**config.mk**
```make
export PLATFORM = sky130hd
export DESIGN_NAME = anwmp_host
export DESIGN_NICKNAME = d
export VERILOG_FILES = /design/src/hw/anwmp_pkg.sv /design/src/hw/anwmp_host.sv
export SDC_FILE = /design/constraint.sdc
export NUM_CORES = 1
export LEC_CHECK = 0
export BUFFER_PORTS_ARGS = -buffer_cell sky130_fd_sc_hd__buf_2
export CAP_MARGIN = 40
export CORE_MARGIN = 3
export CORE_UTILIZATION = 45
export DETAILED_ROUTE_END_ITERATION = 10
export PLACE_DENSITY = 0.64
export REMOVE_ABC_BUFFERS = 1
export SYNTH_ARGS = -nofsm -noshare
export SYNTH_HDL_FRONTEND = slang
export SYNTH_SLANG_ARGS = --single-unit
```
**constraint.sdc**
```tcl
create_clock -name core_clk -period 4.5 [get_ports core_clk]
set_input_delay 0.9 -clock core_clk [delete_from_list [all_inputs] [get_ports core_clk]]
set_output_delay 0.9 -clock core_clk [all_outputs]
set_load 0.02 [all_outputs]
```
**src/hw/anwmp_pkg.sv**
```systemverilog
// Purpose: shared constants for the non-volatile word memory host port
// Assumes: core_clk at 40 MHz, times held in their own units
// Notes: cycle counts derive from the times and the clock period
package anwmp_pkg;

  // ******************************************************
  // clock and memory geometry
  // ******************************************************
  localparam int CLK_NS = 25; // core_clk period in ns
  localparam int ADDR_W = 18; // word address width
  localparam int DATA_W = 16; // word width
  localparam int LANE_W = 8; // byte lane width

  // ******************************************************
  // pin timing, figures in ns (ms for startup)
  // ******************************************************
  localparam int STARTUP_MS = 2; // power-up wait before any access
  localparam int T_CYCLE_NS = 35; // cycle time, chip select fall to fall
  localparam int T_ACCESS_NS = 35; // read access from address or select
  localparam int T_WPULSE_NS = 15; // write strobe low width
  localparam int T_AVWH_NS = 20; // address valid to write end, worst case
  localparam int T_DVWH_NS = 10; // data valid to write end
  localparam int T_WREC_NS = 12; // address hold after strobe rises
  localparam int T_HIGH_NS = 2; // steady-high time of a raised control
  localparam int T_EHQZ_NS = 15; // device release after select rises

  // least time rounded up to whole cycles, never below one
  function automatic int ns_to_cyc(input int t_ns);
    int c;
    c = (t_ns + CLK_NS - 1) / CLK_NS;
    return (c < 1) ? 1 : c;
  endfunction

  function automatic int max3(input int a, input int b, input int c);
    int m;
    m = (a > b) ? a : b;
    return (m > c) ? m : c;
  endfunction

  // ******************************************************
  // derived cycle counts
  // ******************************************************
  localparam int SYNC_STAGES = 2; // input synchroniser depth
  localparam int STARTUP_CYC_DEF = STARTUP_MS * 1000000 / CLK_NS; // 80000
  localparam int CYCLE_CYC = ns_to_cyc(T_CYCLE_NS);
  localparam int READ_CYC = ns_to_cyc(T_ACCESS_NS) + SYNC_STAGES;
  localparam int WLOW_CYC = max3(ns_to_cyc(T_WPULSE_NS), ns_to_cyc(T_AVWH_NS), ns_to_cyc(T_DVWH_NS));
  localparam int WREC_CYC = ns_to_cyc(T_WREC_NS);
  localparam int GAP_CYC = max3(ns_to_cyc(T_HIGH_NS), ns_to_cyc(T_EHQZ_NS), 1);
  localparam int TMR_W = 4; // phase timer width
  localparam int STARTUP_W = 20; // startup counter width

  // ******************************************************
  // controller states, one-hot
  // ******************************************************
  typedef enum logic [7:0] {
    ANWMP_OFF = 8'h01, // supply low, pins parked high
    ANWMP_START = 8'h02, // startup wait
    ANWMP_IDLE = 8'h04, // ready for a request
    ANWMP_READ = 8'h08, // select and output enable low
    ANWMP_WSET = 8'h10, // select low, data driven, strobe high
    ANWMP_WLOW = 8'h20, // write strobe low
    ANWMP_WREC = 8'h40, // strobe high, address and data held
    ANWMP_GAP = 8'h80 // select high, spacing and turnaround
  } anwmp_state_t;

endpackage

```
**src/hw/anwmp_host.sv**
```systemverilog
// Purpose: host controller driving an asynchronous 256K x 16 non-volatile memory
// Assumes: power_good reports the supply above its minimum operating level
// Notes: one access at a time, every pin output straight from a flip-flop
`timescale 1ns/1ps

module anwmp_host
  import anwmp_pkg::*;
#(
  parameter int STARTUP_CYCLES = STARTUP_CYC_DEF // shorten for simulation
) (
  input wire logic core_clk,
  input wire logic arst_n,
  input wire logic power_good,
  input wire logic req_valid,
  output logic req_ready,
  input wire logic req_write,
  input wire logic [ADDR_W-1:0] req_addr,
  input wire logic [DATA_W-1:0] req_wdata,
  input wire logic [1:0] req_lanes,
  output logic rsp_valid,
  output logic [DATA_W-1:0] rsp_rdata,
  output logic mem_ready,
  output logic [ADDR_W-1:0] mem_addr,
  output logic mem_cs_n,
  output logic mem_we_n,
  output logic mem_oe_n,
  output logic low_lane_n,
  output logic high_lane_n,
  input wire logic [DATA_W-1:0] dq_in,
  output logic [DATA_W-1:0] dq_out,
  output logic dq_oe
);

  // ******************************************************
  // elaboration checks
  // ******************************************************
  if (STARTUP_CYCLES < 1 || STARTUP_CYCLES >= (1 << STARTUP_W)) begin : g_chk_startup
    $error("STARTUP_CYCLES out of range for the startup counter");
  end
  if (READ_CYC >= (1 << TMR_W) || CYCLE_CYC >= (1 << TMR_W)) begin : g_chk_tmr
    $error("phase counts do not fit the phase timer");
  end

  localparam logic [STARTUP_W-1:0] STARTUP_LAST = STARTUP_W'(STARTUP_CYCLES - 1);
  localparam logic [TMR_W-1:0] READ_LOAD = TMR_W'(READ_CYC - 1);
  localparam logic [TMR_W-1:0] WLOW_LOAD = TMR_W'(WLOW_CYC - 1);
  localparam logic [TMR_W-1:0] WREC_LOAD = TMR_W'(WREC_CYC - 1);
  localparam logic [TMR_W-1:0] GAP_LOAD = TMR_W'(GAP_CYC - 1);
  localparam logic [TMR_W-1:0] CYCLE_MIN = TMR_W'(CYCLE_CYC);
  localparam logic [TMR_W-1:0] TMR_ZERO = '0;
  localparam logic [TMR_W-1:0] TMR_ONE = TMR_W'(1);

  // ******************************************************
  // declarations
  // ******************************************************
  anwmp_state_t state; // current phase
  anwmp_state_t next_state; // phase for the next cycle
  logic pg_meta; // first stage, read only by pg_sync
  logic pg_sync; // supply good, safe to use
  logic [DATA_W-1:0] dq_meta; // first stage, read only by dq_sync
  logic [DATA_W-1:0] dq_sync; // read data, safe to use
  logic [STARTUP_W-1:0] startup_cnt; // cycles of good supply seen
  logic [TMR_W-1:0] tmr; // cycles left in the current phase
  logic [TMR_W-1:0] cs_age; // cycles since select last fell, saturating
  logic take; // request accepted this cycle
  logic cs_fall; // select falls at the coming edge
  logic [1:0] lanes; // latched lane enables, high means enabled

  assign take = (state == ANWMP_IDLE) && req_valid && req_ready && pg_sync;
  assign cs_fall = (next_state == ANWMP_READ || next_state == ANWMP_WSET) && state == ANWMP_IDLE;

  // ******************************************************
  // input synchronisers
  // ******************************************************

  // supply level comes from outside the clock domain
  always_ff @(posedge core_clk or negedge arst_n) begin
    if (!arst_n) begin
      pg_meta <= 1'b0;
      pg_sync <= 1'b0;
    end else begin
      pg_meta <= power_good;
      pg_sync <= pg_meta;
    end
  end

  // data bus pins; two stages cost two cycles of read latency
  always_ff @(posedge core_clk or negedge arst_n) begin
    if (!arst_n) begin
      dq_meta <= '0;
      dq_sync <= '0;
    end else begin
      dq_meta <= dq_in;
      dq_sync <= dq_meta;
    end
  end

  // ******************************************************
  // startup wait
  // ******************************************************

  // counts only while supply is good; any dip restarts from zero
  always_ff @(posedge core_clk or negedge arst_n) begin
    if (!arst_n) begin
      startup_cnt <= '0;
    end else if (!pg_sync) begin
      startup_cnt <= '0;
    end else if (state == ANWMP_START && startup_cnt != STARTUP_LAST) begin
      startup_cnt <= startup_cnt + 1'b1;
    end
  end

  // ******************************************************
  // phase sequencing
  // ******************************************************

  // next phase; loss of supply overrides everything
  always_comb begin
    next_state = state;
    unique case (state)
      ANWMP_OFF: begin
        next_state = ANWMP_START;
      end
      ANWMP_START: begin
        // leave only after the full wait has elapsed
        if (startup_cnt == STARTUP_LAST) begin
          next_state = ANWMP_IDLE;
        end
      end
      ANWMP_IDLE: begin
        if (req_valid && req_ready) begin
          next_state = req_write ? ANWMP_WSET : ANWMP_READ;
        end
      end
      ANWMP_READ: begin
        if (tmr == TMR_ZERO) begin
          next_state = ANWMP_GAP;
        end
      end
      ANWMP_WSET: begin
        next_state = ANWMP_WLOW;
      end
      ANWMP_WLOW: begin
        if (tmr == TMR_ZERO) begin
          next_state = ANWMP_WREC;
        end
      end
      ANWMP_WREC: begin
        if (tmr == TMR_ZERO) begin
          next_state = ANWMP_GAP;
        end
      end
      ANWMP_GAP: begin
        // both the high time and the fall-to-fall spacing must be met
        if (tmr == TMR_ZERO && cs_age >= CYCLE_MIN) begin
          next_state = ANWMP_IDLE;
        end
      end
    endcase
    if (!pg_sync) begin
      next_state = ANWMP_OFF;
    end
  end

  // phase register
  always_ff @(posedge core_clk or negedge arst_n) begin
    if (!arst_n) begin
      state <= ANWMP_OFF;
    end else begin
      state <= next_state;
    end
  end

  // phase timer, loaded on entry to each timed phase
  always_ff @(posedge core_clk or negedge arst_n) begin
    if (!arst_n) begin
      tmr <= '0;
    end else if (next_state != state) begin
      unique case (next_state)
        ANWMP_READ: tmr <= READ_LOAD;
        ANWMP_WLOW: tmr <= WLOW_LOAD;
        ANWMP_WREC: tmr <= WREC_LOAD;
        ANWMP_GAP: tmr <= GAP_LOAD;
        default: tmr <= TMR_ZERO;
      endcase
    end else if (tmr != TMR_ZERO) begin
      tmr <= tmr - TMR_ONE;
    end
  end

  // age of the last select fall; saturates so it never wraps
  always_ff @(posedge core_clk or negedge arst_n) begin
    if (!arst_n) begin
      cs_age <= CYCLE_MIN;
    end else if (cs_fall) begin
      cs_age <= TMR_ZERO;
    end else if (cs_age < CYCLE_MIN) begin
      cs_age <= cs_age + TMR_ONE;
    end
  end

  // ******************************************************
  // user side handshake
  // ******************************************************

  // ready mirrors the idle phase one edge ahead
  always_ff @(posedge core_clk or negedge arst_n) begin
    if (!arst_n) begin
      req_ready <= 1'b0;
      mem_ready <= 1'b0;
    end else begin
      req_ready <= (next_state == ANWMP_IDLE) && !take;
      mem_ready <= (next_state != ANWMP_OFF) && (next_state != ANWMP_START);
    end
  end

  // read answer: synchronised data, disabled lanes read as zero
  always_ff @(posedge core_clk or negedge arst_n) begin
    if (!arst_n) begin
      rsp_valid <= 1'b0;
      rsp_rdata <= '0;
    end else begin
      rsp_valid <= 1'b0;
      if (state == ANWMP_READ && tmr == TMR_ZERO && pg_sync) begin
        rsp_valid <= 1'b1;
        rsp_rdata[LANE_W-1:0] <= lanes[0] ? dq_sync[LANE_W-1:0] : '0;
        rsp_rdata[DATA_W-1:LANE_W] <= lanes[1] ? dq_sync[DATA_W-1:LANE_W] : '0;
      end
    end
  end

  // ******************************************************
  // memory pins
  // ******************************************************

  // address, write data and lanes latch with the request and stay put
  // through recovery, so no address moves while a strobe is low
  always_ff @(posedge core_clk or negedge arst_n) begin
    if (!arst_n) begin
      mem_addr <= '0;
      dq_out <= '0;
      lanes <= 2'h0;
    end else if (take) begin
      mem_addr <= req_addr;
      dq_out <= req_wdata;
      lanes <= req_lanes;
    end
  end

  // select low in the access phases; parked high at reset and power loss
  always_ff @(posedge core_clk or negedge arst_n) begin
    if (!arst_n) begin
      mem_cs_n <= 1'b1;
    end else begin
      mem_cs_n <= !(next_state == ANWMP_READ || next_state == ANWMP_WSET ||
                    next_state == ANWMP_WLOW || next_state == ANWMP_WREC);
    end
  end

  // strobe low only inside a selected write; never in a read
  always_ff @(posedge core_clk or negedge arst_n) begin
    if (!arst_n) begin
      mem_we_n <= 1'b1;
    end else begin
      mem_we_n <= !(next_state == ANWMP_WLOW);
    end
  end

  // output enable only for reads, so the device never fights our drive
  always_ff @(posedge core_clk or negedge arst_n) begin
    if (!arst_n) begin
      mem_oe_n <= 1'b1;
    end else begin
      mem_oe_n <= !(next_state == ANWMP_READ);
    end
  end

  // lane enables follow select so a deselected lane stays idle
  always_ff @(posedge core_clk or negedge arst_n) begin
    if (!arst_n) begin
      low_lane_n <= 1'b1;
      high_lane_n <= 1'b1;
    end else if (take) begin
      low_lane_n <= !req_lanes[0];
      high_lane_n <= !req_lanes[1];
    end else if (next_state == ANWMP_GAP || next_state == ANWMP_OFF) begin
      low_lane_n <= 1'b1;
      high_lane_n <= 1'b1;
    end
  end

  // data drive spans setup, strobe and recovery; the gap phase after a
  // read gives the device time to release the bus before we drive it
  always_ff @(posedge core_clk or negedge arst_n) begin
    if (!arst_n) begin
      dq_oe <= 1'b0;
    end else begin
      dq_oe <= (next_state == ANWMP_WSET || next_state == ANWMP_WLOW ||
                next_state == ANWMP_WREC);
    end
  end

endmodule

```
==> key figures, run 1 <==
Clock network
  • Clk slew on worst S/H paths: 0.06 ns
  • CTS max path bufs: 2
  • Post-cts resize count: 0
  • Root Buffer: clkbuf_16
  • Clk_lat worst skew: 0.41 ns
  • H-tree levels: 4
  • Postcts setup bufs: 0
  • Cts hold-fix bufs: 0
  • CTS tree: yes
  • CTS Buf Count: 17
  • Clock sinks: 131

Drt
  • Metal2 WL: 5474 um
  • Met3 WL: 799 um
  • Initial drt markers: 171
  • Vias: 4074
  • Routed Wire Length: 11520 um
  • DR vias/cell: 5.137
  • Uppermost layer routed: met4
  • Antenna Nets Post-Route: 0
  • Drt pass-1 iters: 4
  • WL met1: 5064 um
  • Drt wl/cell: 14.53 um
  • Remaining routing DRC violations: 0

Power
  • Pwr/cell area: 403.4 mW/mm^2
  • Static Leak: 3.498 nW
  • Peak supply drop: 0.2868 mV

STA
  • Measured slew at the worst slew-check pin: 0.7541 ns
  • RSZ-0062 raised after global routing: no
  • Relative slew slack: 49.42%
  • Final worst path period need: 2.618 ns
  • Clock skew: 0.01076 ns
  • Final worst slack: 1.882 ns
  • Ratio of final minimum period to clock period: 58.19%
  • Max Freq: 381.9 MHz
  • Final setup vio count: 0
  • Final-report hold violation count: 0
  • Max Slew Vio Count: 0
  • Setup TNS: 0 ns

Placement
  • RePlAce Congestion: 0.9565
  • Buffers on Ports: 115
  • DP Worst Slack: 1.848 ns
  • Post-detail-place hpwl: 7878 um

Yosys
  • Unique masters post-synth: 53
  • Primary FF master, synth: dfrtp_1
  • Synth top area cells: dfrtp_1 58%, nand2_1 12%, dfstp_2 3.5%
  • Yosys warns: 0
  • Syn avg cell area: 10.24 sq um
  • Seq/Total Area, Yosys: 61.86%
  • Dominant cell type by area after synthesis: dfrtp_1
  • Synth top area share: 58.39%
  • Async SR Flop Fraction: 100.0%
  • Mapped cell area: 0.005314 sq mm
  • Register bit total from synthesis: 131
  • Post-synthesis instance total: 519
  • Number of synthesized flops with an enable pin: 0

Die
  • Die Ht: 114.7 um
  • Die area: 0.01315 sq mm
  • Core ar.: 0.01147 sq mm
  • Site Rows: 39
  • Die width: 114.7 um
  • Top Ports: 116
  • Initial Util: 46.34%

Min path
  • Worst Hold Launch: dq_meta[1]$_DFF_PN0_
  • WHS Endpoint: dq_sync[1]$_DFF_PN0_
  • Hold Path Cell Cnt: 0
  • Hold crit path type: flip-flop to flip-flop

GRT
  • Via count of the first global-routing pass: 4129
  • Congestion Overflow GR: 0
  • First-pass GRT wire length: 19640 um
  • Initial antenna violation count: 0
  • Largest net degree at the start of global routing: 78
  • Gr usage total: 19.10%

Final layout
  • Ant. Diodes: 0
  • Post-layout net count: 698
  • Most common cell after layout, fill and taps aside: nand2_1
  • Most frequent cells in the layout: 163 x nand2_1, 124 x dfrtp_1, 114 x buf_2
  • Area grow syn2layout: 25.43%
  • Share of cells above drive strength 1: 26.31%

Job
  • Max cap viols: 0

Setup path
  • CP endpoint kind: flip-flop
  • Worst reg2reg setup slack: 1.88 ns
  • CP arrival: 2.92 ns
  • Worst R2R Start: pg_sync$_DFF_PN0_
  • Setup CP Type: flip-flop to flip-flop
  • Reg2Reg Depth: 5
  • R2r endpoint: tmr[2]$_DFFE_PN0P_
  • Crit Path Max Fanout: 25
  • Required time worst endpoint: 4.80 ns
  • CP Launch Type: flip-flop

Outcome
  • Status: finished, final reports clean
-- worst max path at each step --
stage	from	end	slack [ns]	cells after the start
3_5_place_dp	req_write	tmr[2]$_DFFE_PN0P_	1.85	7
3_3_place_gp	req_write	tmr[3]$_DFFE_PN0P_	1.91	7
4_1_cts	pg_sync$_DFF_PN0_	tmr[2]$_DFFE_PN0P_	1.87	5
6_report	pg_sync$_DFF_PN0_	tmr[2]$_DFFE_PN0P_	1.88	5
2_1_floorplan	pg_sync$_DFF_PN0_	high_lane_n$_DFFE_PN1P_	0.80	4
5_1_grt	pg_sync$_DFF_PN0_	tmr[2]$_DFFE_PN0P_	1.65	5
-- report_power, final --
part / total [mW] / switching (mW) / leakage, nW / internal (mW)
sequential: 1.21 / 0.00941 / 1.71 / 1.20
combinational: 0.0746 / 0.0467 / 1.48 / 0.0278
clock: 1.41 / 0.563 / 0.300 / 0.845
total: 2.69 / 0.619 / 3.50 / 2.07
-- metal layers --
metal  up-vias  GRT usage [%]
li1       1975              -
met1      1958          24.52
met2       124          29.22
met3        17          7.664
met4         0          7.205
met5         -              0
-- critical path: stages (launching register included) --
cell and delay, ns:
dfrtp_1 0.61, clkinv_1 0.74, a31oi_4 0.49, o21a_1 0.18
o2111ai_2 0.16, nor4_1 0.33
-- sequential cells by signal (all words and copies together) (netlist names), 2 cells and up --
signal	cells
lanes	2
dq_meta	16
tmr	4
cs_age	4
rsp_rdata	16
mem_addr	18
state	8
dq_out	16
dq_sync	16
startup_cnt	20
-- synthesized netlist by cell type (all sizes together), types with 2 or more instances --
| master | number |
|---|---|
| or3 | 6 |
| nand2 | 163 |
| nand3 | 31 |
| ha | 4 |
| and2 | 4 |
| a31oi | 2 |
| clkbuf | 14 |
| nand4 | 7 |
| a21boi | 2 |
| and3 | 6 |
| nor2 | 31 |
| nor2b | 4 |
| o31ai | 3 |
| xor2 | 7 |
| o2111ai | 2 |
| o21a | 2 |
| and4 | 4 |
| nor4 | 12 |
| o311ai | 2 |
| inv | 11 |
| nor4b | 3 |
| xnor2 | 13 |
| dfrtp | 124 |
| o311a | 2 |
| o21ai | 5 |
| nor3 | 13 |
| dfstp | 7 |
| o211ai | 5 |
| nand2b | 2 |
| mux2i | 2 |
| buf | 6 |
| a21oi | 10 |
-- final cells by class --
| type | count | area [sq um] |
|---|---|---|
| clock buffers | 17 | 425.4 |
| inverters | 12 | 45.04 |
| fillers | 967 | 4802 |
| clock inverters | 15 | 190.2 |
| repair buffers | 119 | 640.6 |
| flip-flops and latches | 131 | 3287 |
| multi-input cells | 356 | 1898 |
| well taps | 143 | 178.9 |
-- cell families (layout without fill, tap and decap cells) --
kind of cell	count (synthesis)	count (layout)	share of synthesized area (%)
buf+inv	32	163	2.519
fa+ha+maj	4	4	0.9419
xor+xnor	20	20	3.296
simple gates	289	289	25.01
flops	131	131	61.86
mux	2	2	0.3768
compound gates	41	41	6.004
-- through the flow --
step                      instance area, sq um  std cells  util [%]  hold WS (ns)  total power [mW]
after floorplan                           5225        499         -        0.3312             1.246
after global placement                    6015        759     52.45        0.3317             1.301
after detailed placement                  6050        761     52.75        0.3355             1.303
after CTS                                 6665        793     58.12        0.3506             2.723
after global routing                      6665        793     58.12        0.3570             2.802
final                                     6665        793     58.12        0.3477             2.689
Note: power is estimated with default switching activity, not from simulation.
==> run 2, diff against run 1 <==
Settings changed: ABC_AREA from default to 1, PLACE_DENSITY 0.64 to 0.66.
Clock period 4.5 ns to 2.3 ns, I/O delays scaled along.
==> run 2 against run 1 <==
Clock power is 81% higher. Synthesized area is 4.8% higher. Wire length is 2.7% higher. Largest power group unchanged.
==> key figures, run 2 <==
Yosys
  • Number of synthesized flops with an enable pin: 0 (unchanged)
  • Mapped cell area: 0.005568 sq mm (+4.8%)
  • Main combinational cell family by area after synthesis: simple AND/OR/NAND/NOR gates
  • Async SR Flop Fraction: 100.0% (unchanged)
  • Adder-Cell Fraction of Synth Area: 0.8989% (-0.043 points)
  • Syn avg cell area: 9.053 sq um (-12%)
  • Unique masters post-synth: 37 (-30%)
  • Synth top area cells: dfrtp_1 56%, nand2_1 15%, nand3_1 3.8%
  • Post-synthesis instance total: 615 (+18%)
  • Register bit total from synthesis: 131 (unchanged)
  • Synth top cells by count: 227 x nand2_1, 124 x dfrtp_1, 54 x inv_1, 42 x nand3_1, 33 x nor2_1
  • Synth top area share: 55.73% (-2.7 points)
  • Yosys warns: 0 (unchanged)
  • Dominant cell type by area after synthesis: dfrtp_1
  • Post-synthesis mux area share: 0% (-0.38 points)
  • Simple-gate portion of the synthesized area: 29.15% (+4.1 points)
  • Seq/Total Area, Yosys: 59.03% (-2.8 points)
  • Post-synthesis compound-gate area fraction: 3.596% (-2.4 points)
  • Primary FF master, synth: dfrtp_1
  • Synth Area in XOR/XNOR: 1.416% (-1.9 points)
  • Dominant cell by count in the synthesized netlist: nand2_1

Clock network
  • Post-cts resize count: 0 (unchanged)
  • Clk_lat worst skew: 0.41 ns (about the same)
  • CTS max path bufs: 2 (unchanged)
  • Clock sinks: 131 (unchanged)
  • Clk slew on worst S/H paths: 0.06 ns (about the same)
  • H-tree levels: 4 (unchanged)
  • CTS Buf Count: 17 (unchanged)
  • Root Buffer: clkbuf_16
  • CTS tree: yes

Power
  • Flop pwr share: 46.4% (+1.5 points)
  • Peak supply drop: 0.4210 mV (+47%)
  • Pwr/cell area: 730.4 mW/mm^2 (+81%)
  • Switching Share: 21.56% (-1.5 points)
  • Static Leak: 3.798 nW (+8.6%)
  • Clock network power share: 50.4% (-2.0 points)
  • Int Power: 3.980 mW (+92%)
  • Sw power: 1.094 mW (+77%)
  • Pwr Total: 5.074 mW (+89%)
  • Logic gate share of total power: 3.2% (+0.4 points)

Job
  • Max cap viols: 0 (unchanged)

STA
  • Clock skew: 0.006517 ns (-0.004240 ns)
  • Measured slew at the worst slew-check pin: 0.6141 ns (-0.1400 ns)
  • RSZ-0062 raised after global routing: no
  • Setup TNS: 0 ns (unchanged)
  • Final worst path period need: 2.022 ns (-0.5960 ns)
  • Final setup vio count: 0 (unchanged)
  • Relative slew slack: 59.00% (+9.6 points)
  • Max Freq: 494.5 MHz (+29%)
  • Final-report hold violation count: 0 (unchanged)
  • Max Slew Vio Count: 0 (unchanged)
  • Ratio of final minimum period to clock period: 87.93% (+30 points)

Drt
  • Drt wl/cell: 12.85 um (-12%)
  • Routed Wire Length: 11830 um (+2.7%)
  • Initial drt markers: 327 (+91%)
  • Remaining routing DRC violations: 0 (unchanged)
  • DR vias/cell: 4.680 (-8.9%)
  • Antenna Nets Post-Route: 0 (unchanged)
  • Drt pass-1 iters: 4 (unchanged)
  • Vias: 4306 (+5.7%)

GRT
  • Largest net degree at the start of global routing: 58 (-26%)
  • First-pass GRT wire length: 19570 um (-0.35%)
  • Congestion Overflow GR: 0 (unchanged)
  • Initial antenna violation count: 1 (+1)
  • Via count of the first global-routing pass: 4183 (+1.3%)
  • Gr usage total: 18.53% (-0.57 points)

Die
  • Core ar.: 0.01176 sq mm (+2.6%)
  • Initial Util: 47.35% (+1.0 points)
  • Die area: 0.01374 sq mm (+4.5%)
  • Die width: 117.2 um (+2.2%)
  • Top Ports: 116 (unchanged)
  • Die Ht: 117.2 um (+2.2%)
  • Site Rows: 39 (unchanged)

Setup path
  • Worst R2R Start: startup_cnt[0]$_DFFE_PN0P_
  • Crit Path Max Fanout: 7 (-72%)
  • CP Launch Type: flip-flop
  • Setup CP Type: flip-flop to flip-flop
  • CP endpoint kind: flip-flop
  • Reg2Reg Depth: 12 (+7)
  • R2r endpoint: startup_cnt[18]$_DFFE_PN0P_
  • CP arrival: 2.31 ns (-0.61 ns)
  • Worst reg2reg setup slack: 0.28 ns (-1.60 ns)
  • Required time worst endpoint: 2.59 ns (-2.21 ns)

Min path
  • WHS Endpoint: dq_meta[15]$_DFF_PN0_
  • Hold crit path type: input pin to flip-flop
  • Worst Hold Launch: dq_in[15]
  • Hold Path Cell Cnt: 1 (+1)

Placement
  • Buffers on Ports: 115 (unchanged)
  • Post-detail-place hpwl: 8546 um (+8.5%)
  • RePlAce Congestion: 0.8654 (-9.5%)

Final layout
  • Most common cell after layout, fill and taps aside: nand2_1
  • Post-layout net count: 804 (+15%)
  • Share of cells above drive strength 1: 27.78% (+1.5 points)
  • Largest Register: startup_cnt
  • Ant. Diodes: 0 (unchanged)
  • Most frequent cells in the layout: 227 x nand2_1, 124 x dfrtp_1, 114 x buf_2
  • Number of flip-flops under the largest register name: 20 (unchanged)
  • Area grow syn2layout: 24.76%
  • Largest registers: startup_cnt (20), mem_addr (18)

Outcome
  • Status: finished, final reports clean
[run 2: changes by cell type in the layout (fill, tap and decap cells not counted), sizes merged, moves of 5 or more]
cell    before  now
and3         6    0
clkbuf      17   22
inv         20   69
nand2      163  242
nand3       31   45
nor2        31   46
nor4        12    5
o211ai       5    0
o21ai        5   12
or3          6    0
xnor2       13    0
[run 2: power by group through the flow]
stage | combinational [mW] | clock [mW] | sequential [mW]
2_1_floorplan | 0.0447 | 0 | 2.40
3_3_place_gp | 0.166 | 0 | 2.39
3_5_place_dp | 0.168 | 0 | 2.40
4_1_cts | 0.170 | 2.62 | 2.36
5_1_grt | 0.188 | 2.74 | 2.36
6_report | 0.163 | 2.55 | 2.36
[run 2: worst max path at each step]
stage                                     startpoint                          end  slack, ns  cells after the start
after floorplan                    pg_sync$_DFF_PN0_        cs_age[2]$_DFFE_PN0P_      -0.69                      5
after global placement            tmr[0]$_DFFE_PN0P_    rsp_rdata[15]$_DFFE_PN0P_       0.24                      9
after detailed placement          tmr[0]$_DFFE_PN0P_     rsp_rdata[9]$_DFFE_PN0P_       0.17                      9
after CTS                         tmr[0]$_DFFE_PN0P_     rsp_rdata[9]$_DFFE_PN0P_       0.15                      9
after global routing              tmr[0]$_DFFE_PN0P_           tmr[2]$_DFFE_PN0P_       0.07                     14
final                     startup_cnt[0]$_DFFE_PN0P_  startup_cnt[18]$_DFFE_PN0P_       0.28                     12
[run 2: layout make-up]
type	instances	area (sq um)
tap	164	205.2
inverter	68	256.5
sequential	131	3287
clock buffer	22	474.2
fill	1069	4813
clock inverter	10	98.84
timing repair buffer	124	673.1
multi-input combinational	401	1952
[run 2: what timing repair did]
action                                  CTS  global route
endpoints found under the setup margin    0            10
setup buffers                             0             1
hold buffers                              1             0
endpoints found under the hold margin    19             0
[run 2: kinds of logic (layout without fill, tap and decap cells)]
| group | count (synthesis) | count (layout) |
|---|---|---|
| xor gates and xnor gates | 9 | 9 |
| adders and majority gates | 4 | 4 |
| AOI/OAI and AO/OA | 34 | 34 |
| and+or+nand+nor | 354 | 354 |
| buffers and inverters | 83 | 224 |
| DFF | 131 | 131 |
[run 2: metal layers]
metal | part of all wire, % | vias up | global-route usage (%)
met2 | 51 | 111 | 30.35
met5 | 0.11 | - | 0
met3 | 5.9 | 15 | 6.427
met4 | 1.2 | 2 | 6.269
li1 | - | 2175 | -
met1 | 42 | 2003 | 22.96
[run 2: per-stage QoR]
step                      utilization [%]  worst slack, ns  instance area (sq um)  hold WS, ns  std cells
after global routing                59.07          0.06536                   6947       0.1242        920
after detailed placement            54.05           0.1657                   6356       0.3347        886
after global placement              54.05           0.2427                   6356       0.3317        886
after floorplan                         -          -0.6910                   5495       0.1644        600
final                               59.07           0.2776                   6947       0.1505        920
after CTS                           59.01           0.1530                   6939       0.1285        919
[run 2: worst max-delay path, cell delays in order (launching register included)]
cell,delay [ns]
dfrtp_1,0.39
ha_1,0.29
nand2_1,0.15
inv_1,0.09
nand2_2,0.07
nor2_4,0.12
nand2_2,0.09
nand2_8,0.12
inv_2,0.08
nor2_4,0.17
inv_1,0.11
nand4_1,0.10
o21ai_0,0.09
==> run 3, diff against run 2 <==
Settings changed: CELL_PAD_IN_SITES_DETAIL_PLACEMENT from default to 0, CELL_PAD_IN_SITES_GLOBAL_PLACEMENT from default to 2, CORE_UTILIZATION 45 to 29, PLACE_DENSITY 0.66 to 0.7.
==> run 3 against run 2 <==
Cell count grew 7.8%. Wire length up 13%. Worst setup slack lost 0.034 ns. Sequential share of layout area fell by 0.84 points. Register-to-register slack worse by 0.03 ns. Core utilization is 21 points lower.
==> key figures, run 3 (synthesis gave the netlist of run 2 again) <==
GRT
  • Via count of the first global-routing pass: 4350 (+4.0%)
  • Initial antenna violation count: 0 (-1)
  • First-pass GRT wire length: 21920 um (+12%)
  • Gr usage total: 13.36% (-5.2 points)
  • Congestion Overflow GR: 0 (unchanged)
  • Largest net degree at the start of global routing: 59 (+1.7%)

Min path
  • Hold crit path type: input pin to asynchronous set/reset pin

Final layout
  • Register Area: 0.003287 sq mm (unchanged)
  • Layout filler cell count: 1966 (+84%)
  • Largest Register: startup_cnt
  • Number of flip-flops under the largest register name: 20 (unchanged)
  • Area grow syn2layout: 27.01%
  • Share of cells above drive strength 1: 28.50% (+0.72 points)
  • Largest registers: startup_cnt (20), mem_addr (18)
  • Ant. Diodes: 0 (unchanged)
  • Area of the multi-input gates: 0.001956 sq mm (+0.19%)
  • Fin util: 37.68% (-21 points)
  • Most frequent cells in the layout: 227 x nand2_1, 124 x dfrtp_1, 114 x buf_2
  • Post-layout net count: 806 (+0.25%)
  • Post-Layout Cell Count: 992 (+7.8%)
  • Most common cell after layout, fill and taps aside: nand2_1

Clock network
  • H-tree levels: 4 (unchanged)
  • CTS tree: yes
  • Clk_lat worst skew: 0.42 ns (about the same)
  • Root Buffer: clkbuf_16
  • CTS Buf Count: 17 (unchanged)
  • CTS max path bufs: 2 (unchanged)
  • Clk slew on worst S/H paths: 0.07 ns (about the same)
  • Cts hold-fix bufs: 0 (-1)
  • Clock sinks: 131 (unchanged)

Power
  • Int Power: 3.943 mW (-0.92%)
  • Sw power: 1.264 mW (+16%)
  • Switching Share: 24.27% (+2.7 points)
  • Flop pwr share: 45.2% (-1.2 points)
  • Pwr Total: 5.207 mW (+2.6%)
  • Logic gate share of total power: 3.2% (about the same)
  • Peak supply drop: 0.5736 mV (+36%)
  • Pwr/cell area: 736.3 mW/mm^2 (+0.81%)
  • Clock network power share: 51.6% (+1.2 points)
  • Static Leak: 3.832 nW (+0.89%)

Setup path
  • Worst reg2reg setup slack: 0.24 ns (-0.03 ns)
  • CP arrival: 2.40 ns (+0.09 ns)
  • CP endpoint kind: flip-flop
  • R2r endpoint: tmr[3]$_DFFE_PN0P_
  • Reg2Reg Depth: 14 (+2)
  • Required time worst endpoint: 2.64 ns (+0.05 ns)
  • Crit Path Max Fanout: 7 (unchanged)
  • CP Launch Type: flip-flop
  • Worst R2R Start: tmr[0]$_DFFE_PN0P_
  • Setup CP Type: flip-flop to flip-flop

Placement
  • DP Worst Slack: 0.2155 ns (+0.04984 ns)
  • # placed instances: 959 (+8.2%)
  • Post-detail-place hpwl: 9721 um (+14%)
  • RePlAce Congestion: 0.7580 (-12%)
  • Buffers on Ports: 115 (unchanged)

Die
  • Core ar.: 0.01877 sq mm (+60%)
  • Top Ports: 116 (unchanged)
  • Die width: 144.6 um (+23%)
  • Site Rows: 50 (+28%)
  • Die Ht: 144.6 um (+23%)
  • Initial Util: 29.67% (-18 points)
  • Die area: 0.02090 sq mm (+52%)

STA
  • Clock skew: 0.01060 ns (+0.004087 ns)
  • Measured slew at the worst slew-check pin: 0.6121 ns (-0.002005 ns)
  • Max Slew Vio Count: 0 (unchanged)
  • Final setup vio count: 0 (unchanged)
  • Relative slew slack: 59.14% (+0.13 points)
  • RSZ-0062 raised after global routing: no
  • Max Freq: 486.2 MHz (-1.7%)
  • Ratio of final minimum period to clock period: 89.43% (+1.5 points)
  • Final worst slack: 0.2432 ns (-0.03444 ns)
  • Final-report hold violation count: 0 (unchanged)
  • Setup TNS: 0 ns (unchanged)
  • Final worst path period need: 2.057 ns (+0.03444 ns)

Job
  • Max cap viols: 0 (unchanged)

Drt
  • Routed Wire Length: 13360 um (+13%)
  • Drt wl/cell: 13.47 um (+4.8%)
  • Remaining routing DRC violations: 0 (unchanged)
  • Vias: 4324 (+0.42%)
  • DR vias/cell: 4.359 (-6.9%)
  • Antenna Nets Post-Route: 0 (unchanged)
  • Drt pass-1 iters: 4 (unchanged)
  • Initial drt markers: 204 (-38%)

Outcome
  • Status: finished, final reports clean
-- run 3: worst max-delay path by stage --
stage / slack, ns / end / cells after the start / from
finish: 0.24 / tmr[3]$_DFFE_PN0P_ / 14 / tmr[0]$_DFFE_PN0P_
global route: 0.02 / tmr[2]$_DFFE_PN0P_ / 14 / tmr[0]$_DFFE_PN0P_
global placement: 0.24 / tmr[2]$_DFFE_PN0P_ / 14 / tmr[0]$_DFFE_PN0P_
CTS: 0.20 / tmr[3]$_DFFE_PN0P_ / 14 / tmr[0]$_DFFE_PN0P_
floorplan: -0.69 / cs_age[2]$_DFFE_PN0P_ / 5 / pg_sync$_DFF_PN0_
detailed placement: 0.22 / tmr[3]$_DFFE_PN0P_ / 14 / tmr[0]$_DFFE_PN0P_
-- run 3: worst max-delay path, stage by stage, from the launching register on --
cell     delay [ns]
dfrtp_1        0.35
inv_1          0.06
ha_1           0.21
nand2_1        0.13
nor2_4         0.09
buf_4          0.15
inv_2          0.12
nand2_1        0.12
nand2_1        0.09
nand2_2        0.07
nand2_1        0.06
nand2_1        0.10
nor3_4         0.23
nand2_1        0.10
nor2_1         0.10
-- run 3: cell type report --
cell class / instances / area share [%]
clock inverter: 15 / 2.335
clock buffer: 17 / 6.016
tap: 234 / 4.140
multi-input combinational: 401 / 27.65
sequential: 131 / 46.48
inverter: 68 / 3.627
timing repair buffer: 126 / 9.749
-- run 3: per-stage QoR --
stage / cell area, sq um / hold slack (ns)
floorplan: 5495 / 0.1644
CTS: 7061 / 0.02066
detailed placement: 6470 / 0.3347
global placement: 6470 / 0.3323
global route: 7072 / 0.03298
finish: 7072 / 0.0008900
-- run 3: layer usage --
metal / wire (um) / GRT usage (%) / part of all wire, % / up-vias
met2: 6554 / 21.43 / 49 / 76
met5: 0 / 0 / 0 / -
met3: 557 / 4.001 / 4.2 / 9
met1: 6110 / 17.64 / 46 / 2058
li1: - / - / - / 2181
met4: 138 / 3.682 / 1.0 / 0
-- run 3: timing repair --
action / 4_1_cts / 5_1_grt
endpoints found under the setup margin: 0 / 2
buffers inserted: 0 / 1
resized for setup: 0 / 1
-- run 3: power groups by stage --
stage | clock, mW | sequential [mW] | combinational, mW
detailed placement | 0 | 2.40 | 0.174
finish | 2.69 | 2.36 | 0.166
CTS | 2.77 | 2.36 | 0.174
global placement | 0 | 2.40 | 0.172
global route | 2.89 | 2.36 | 0.192
floorplan | 0 | 2.40 | 0.0447
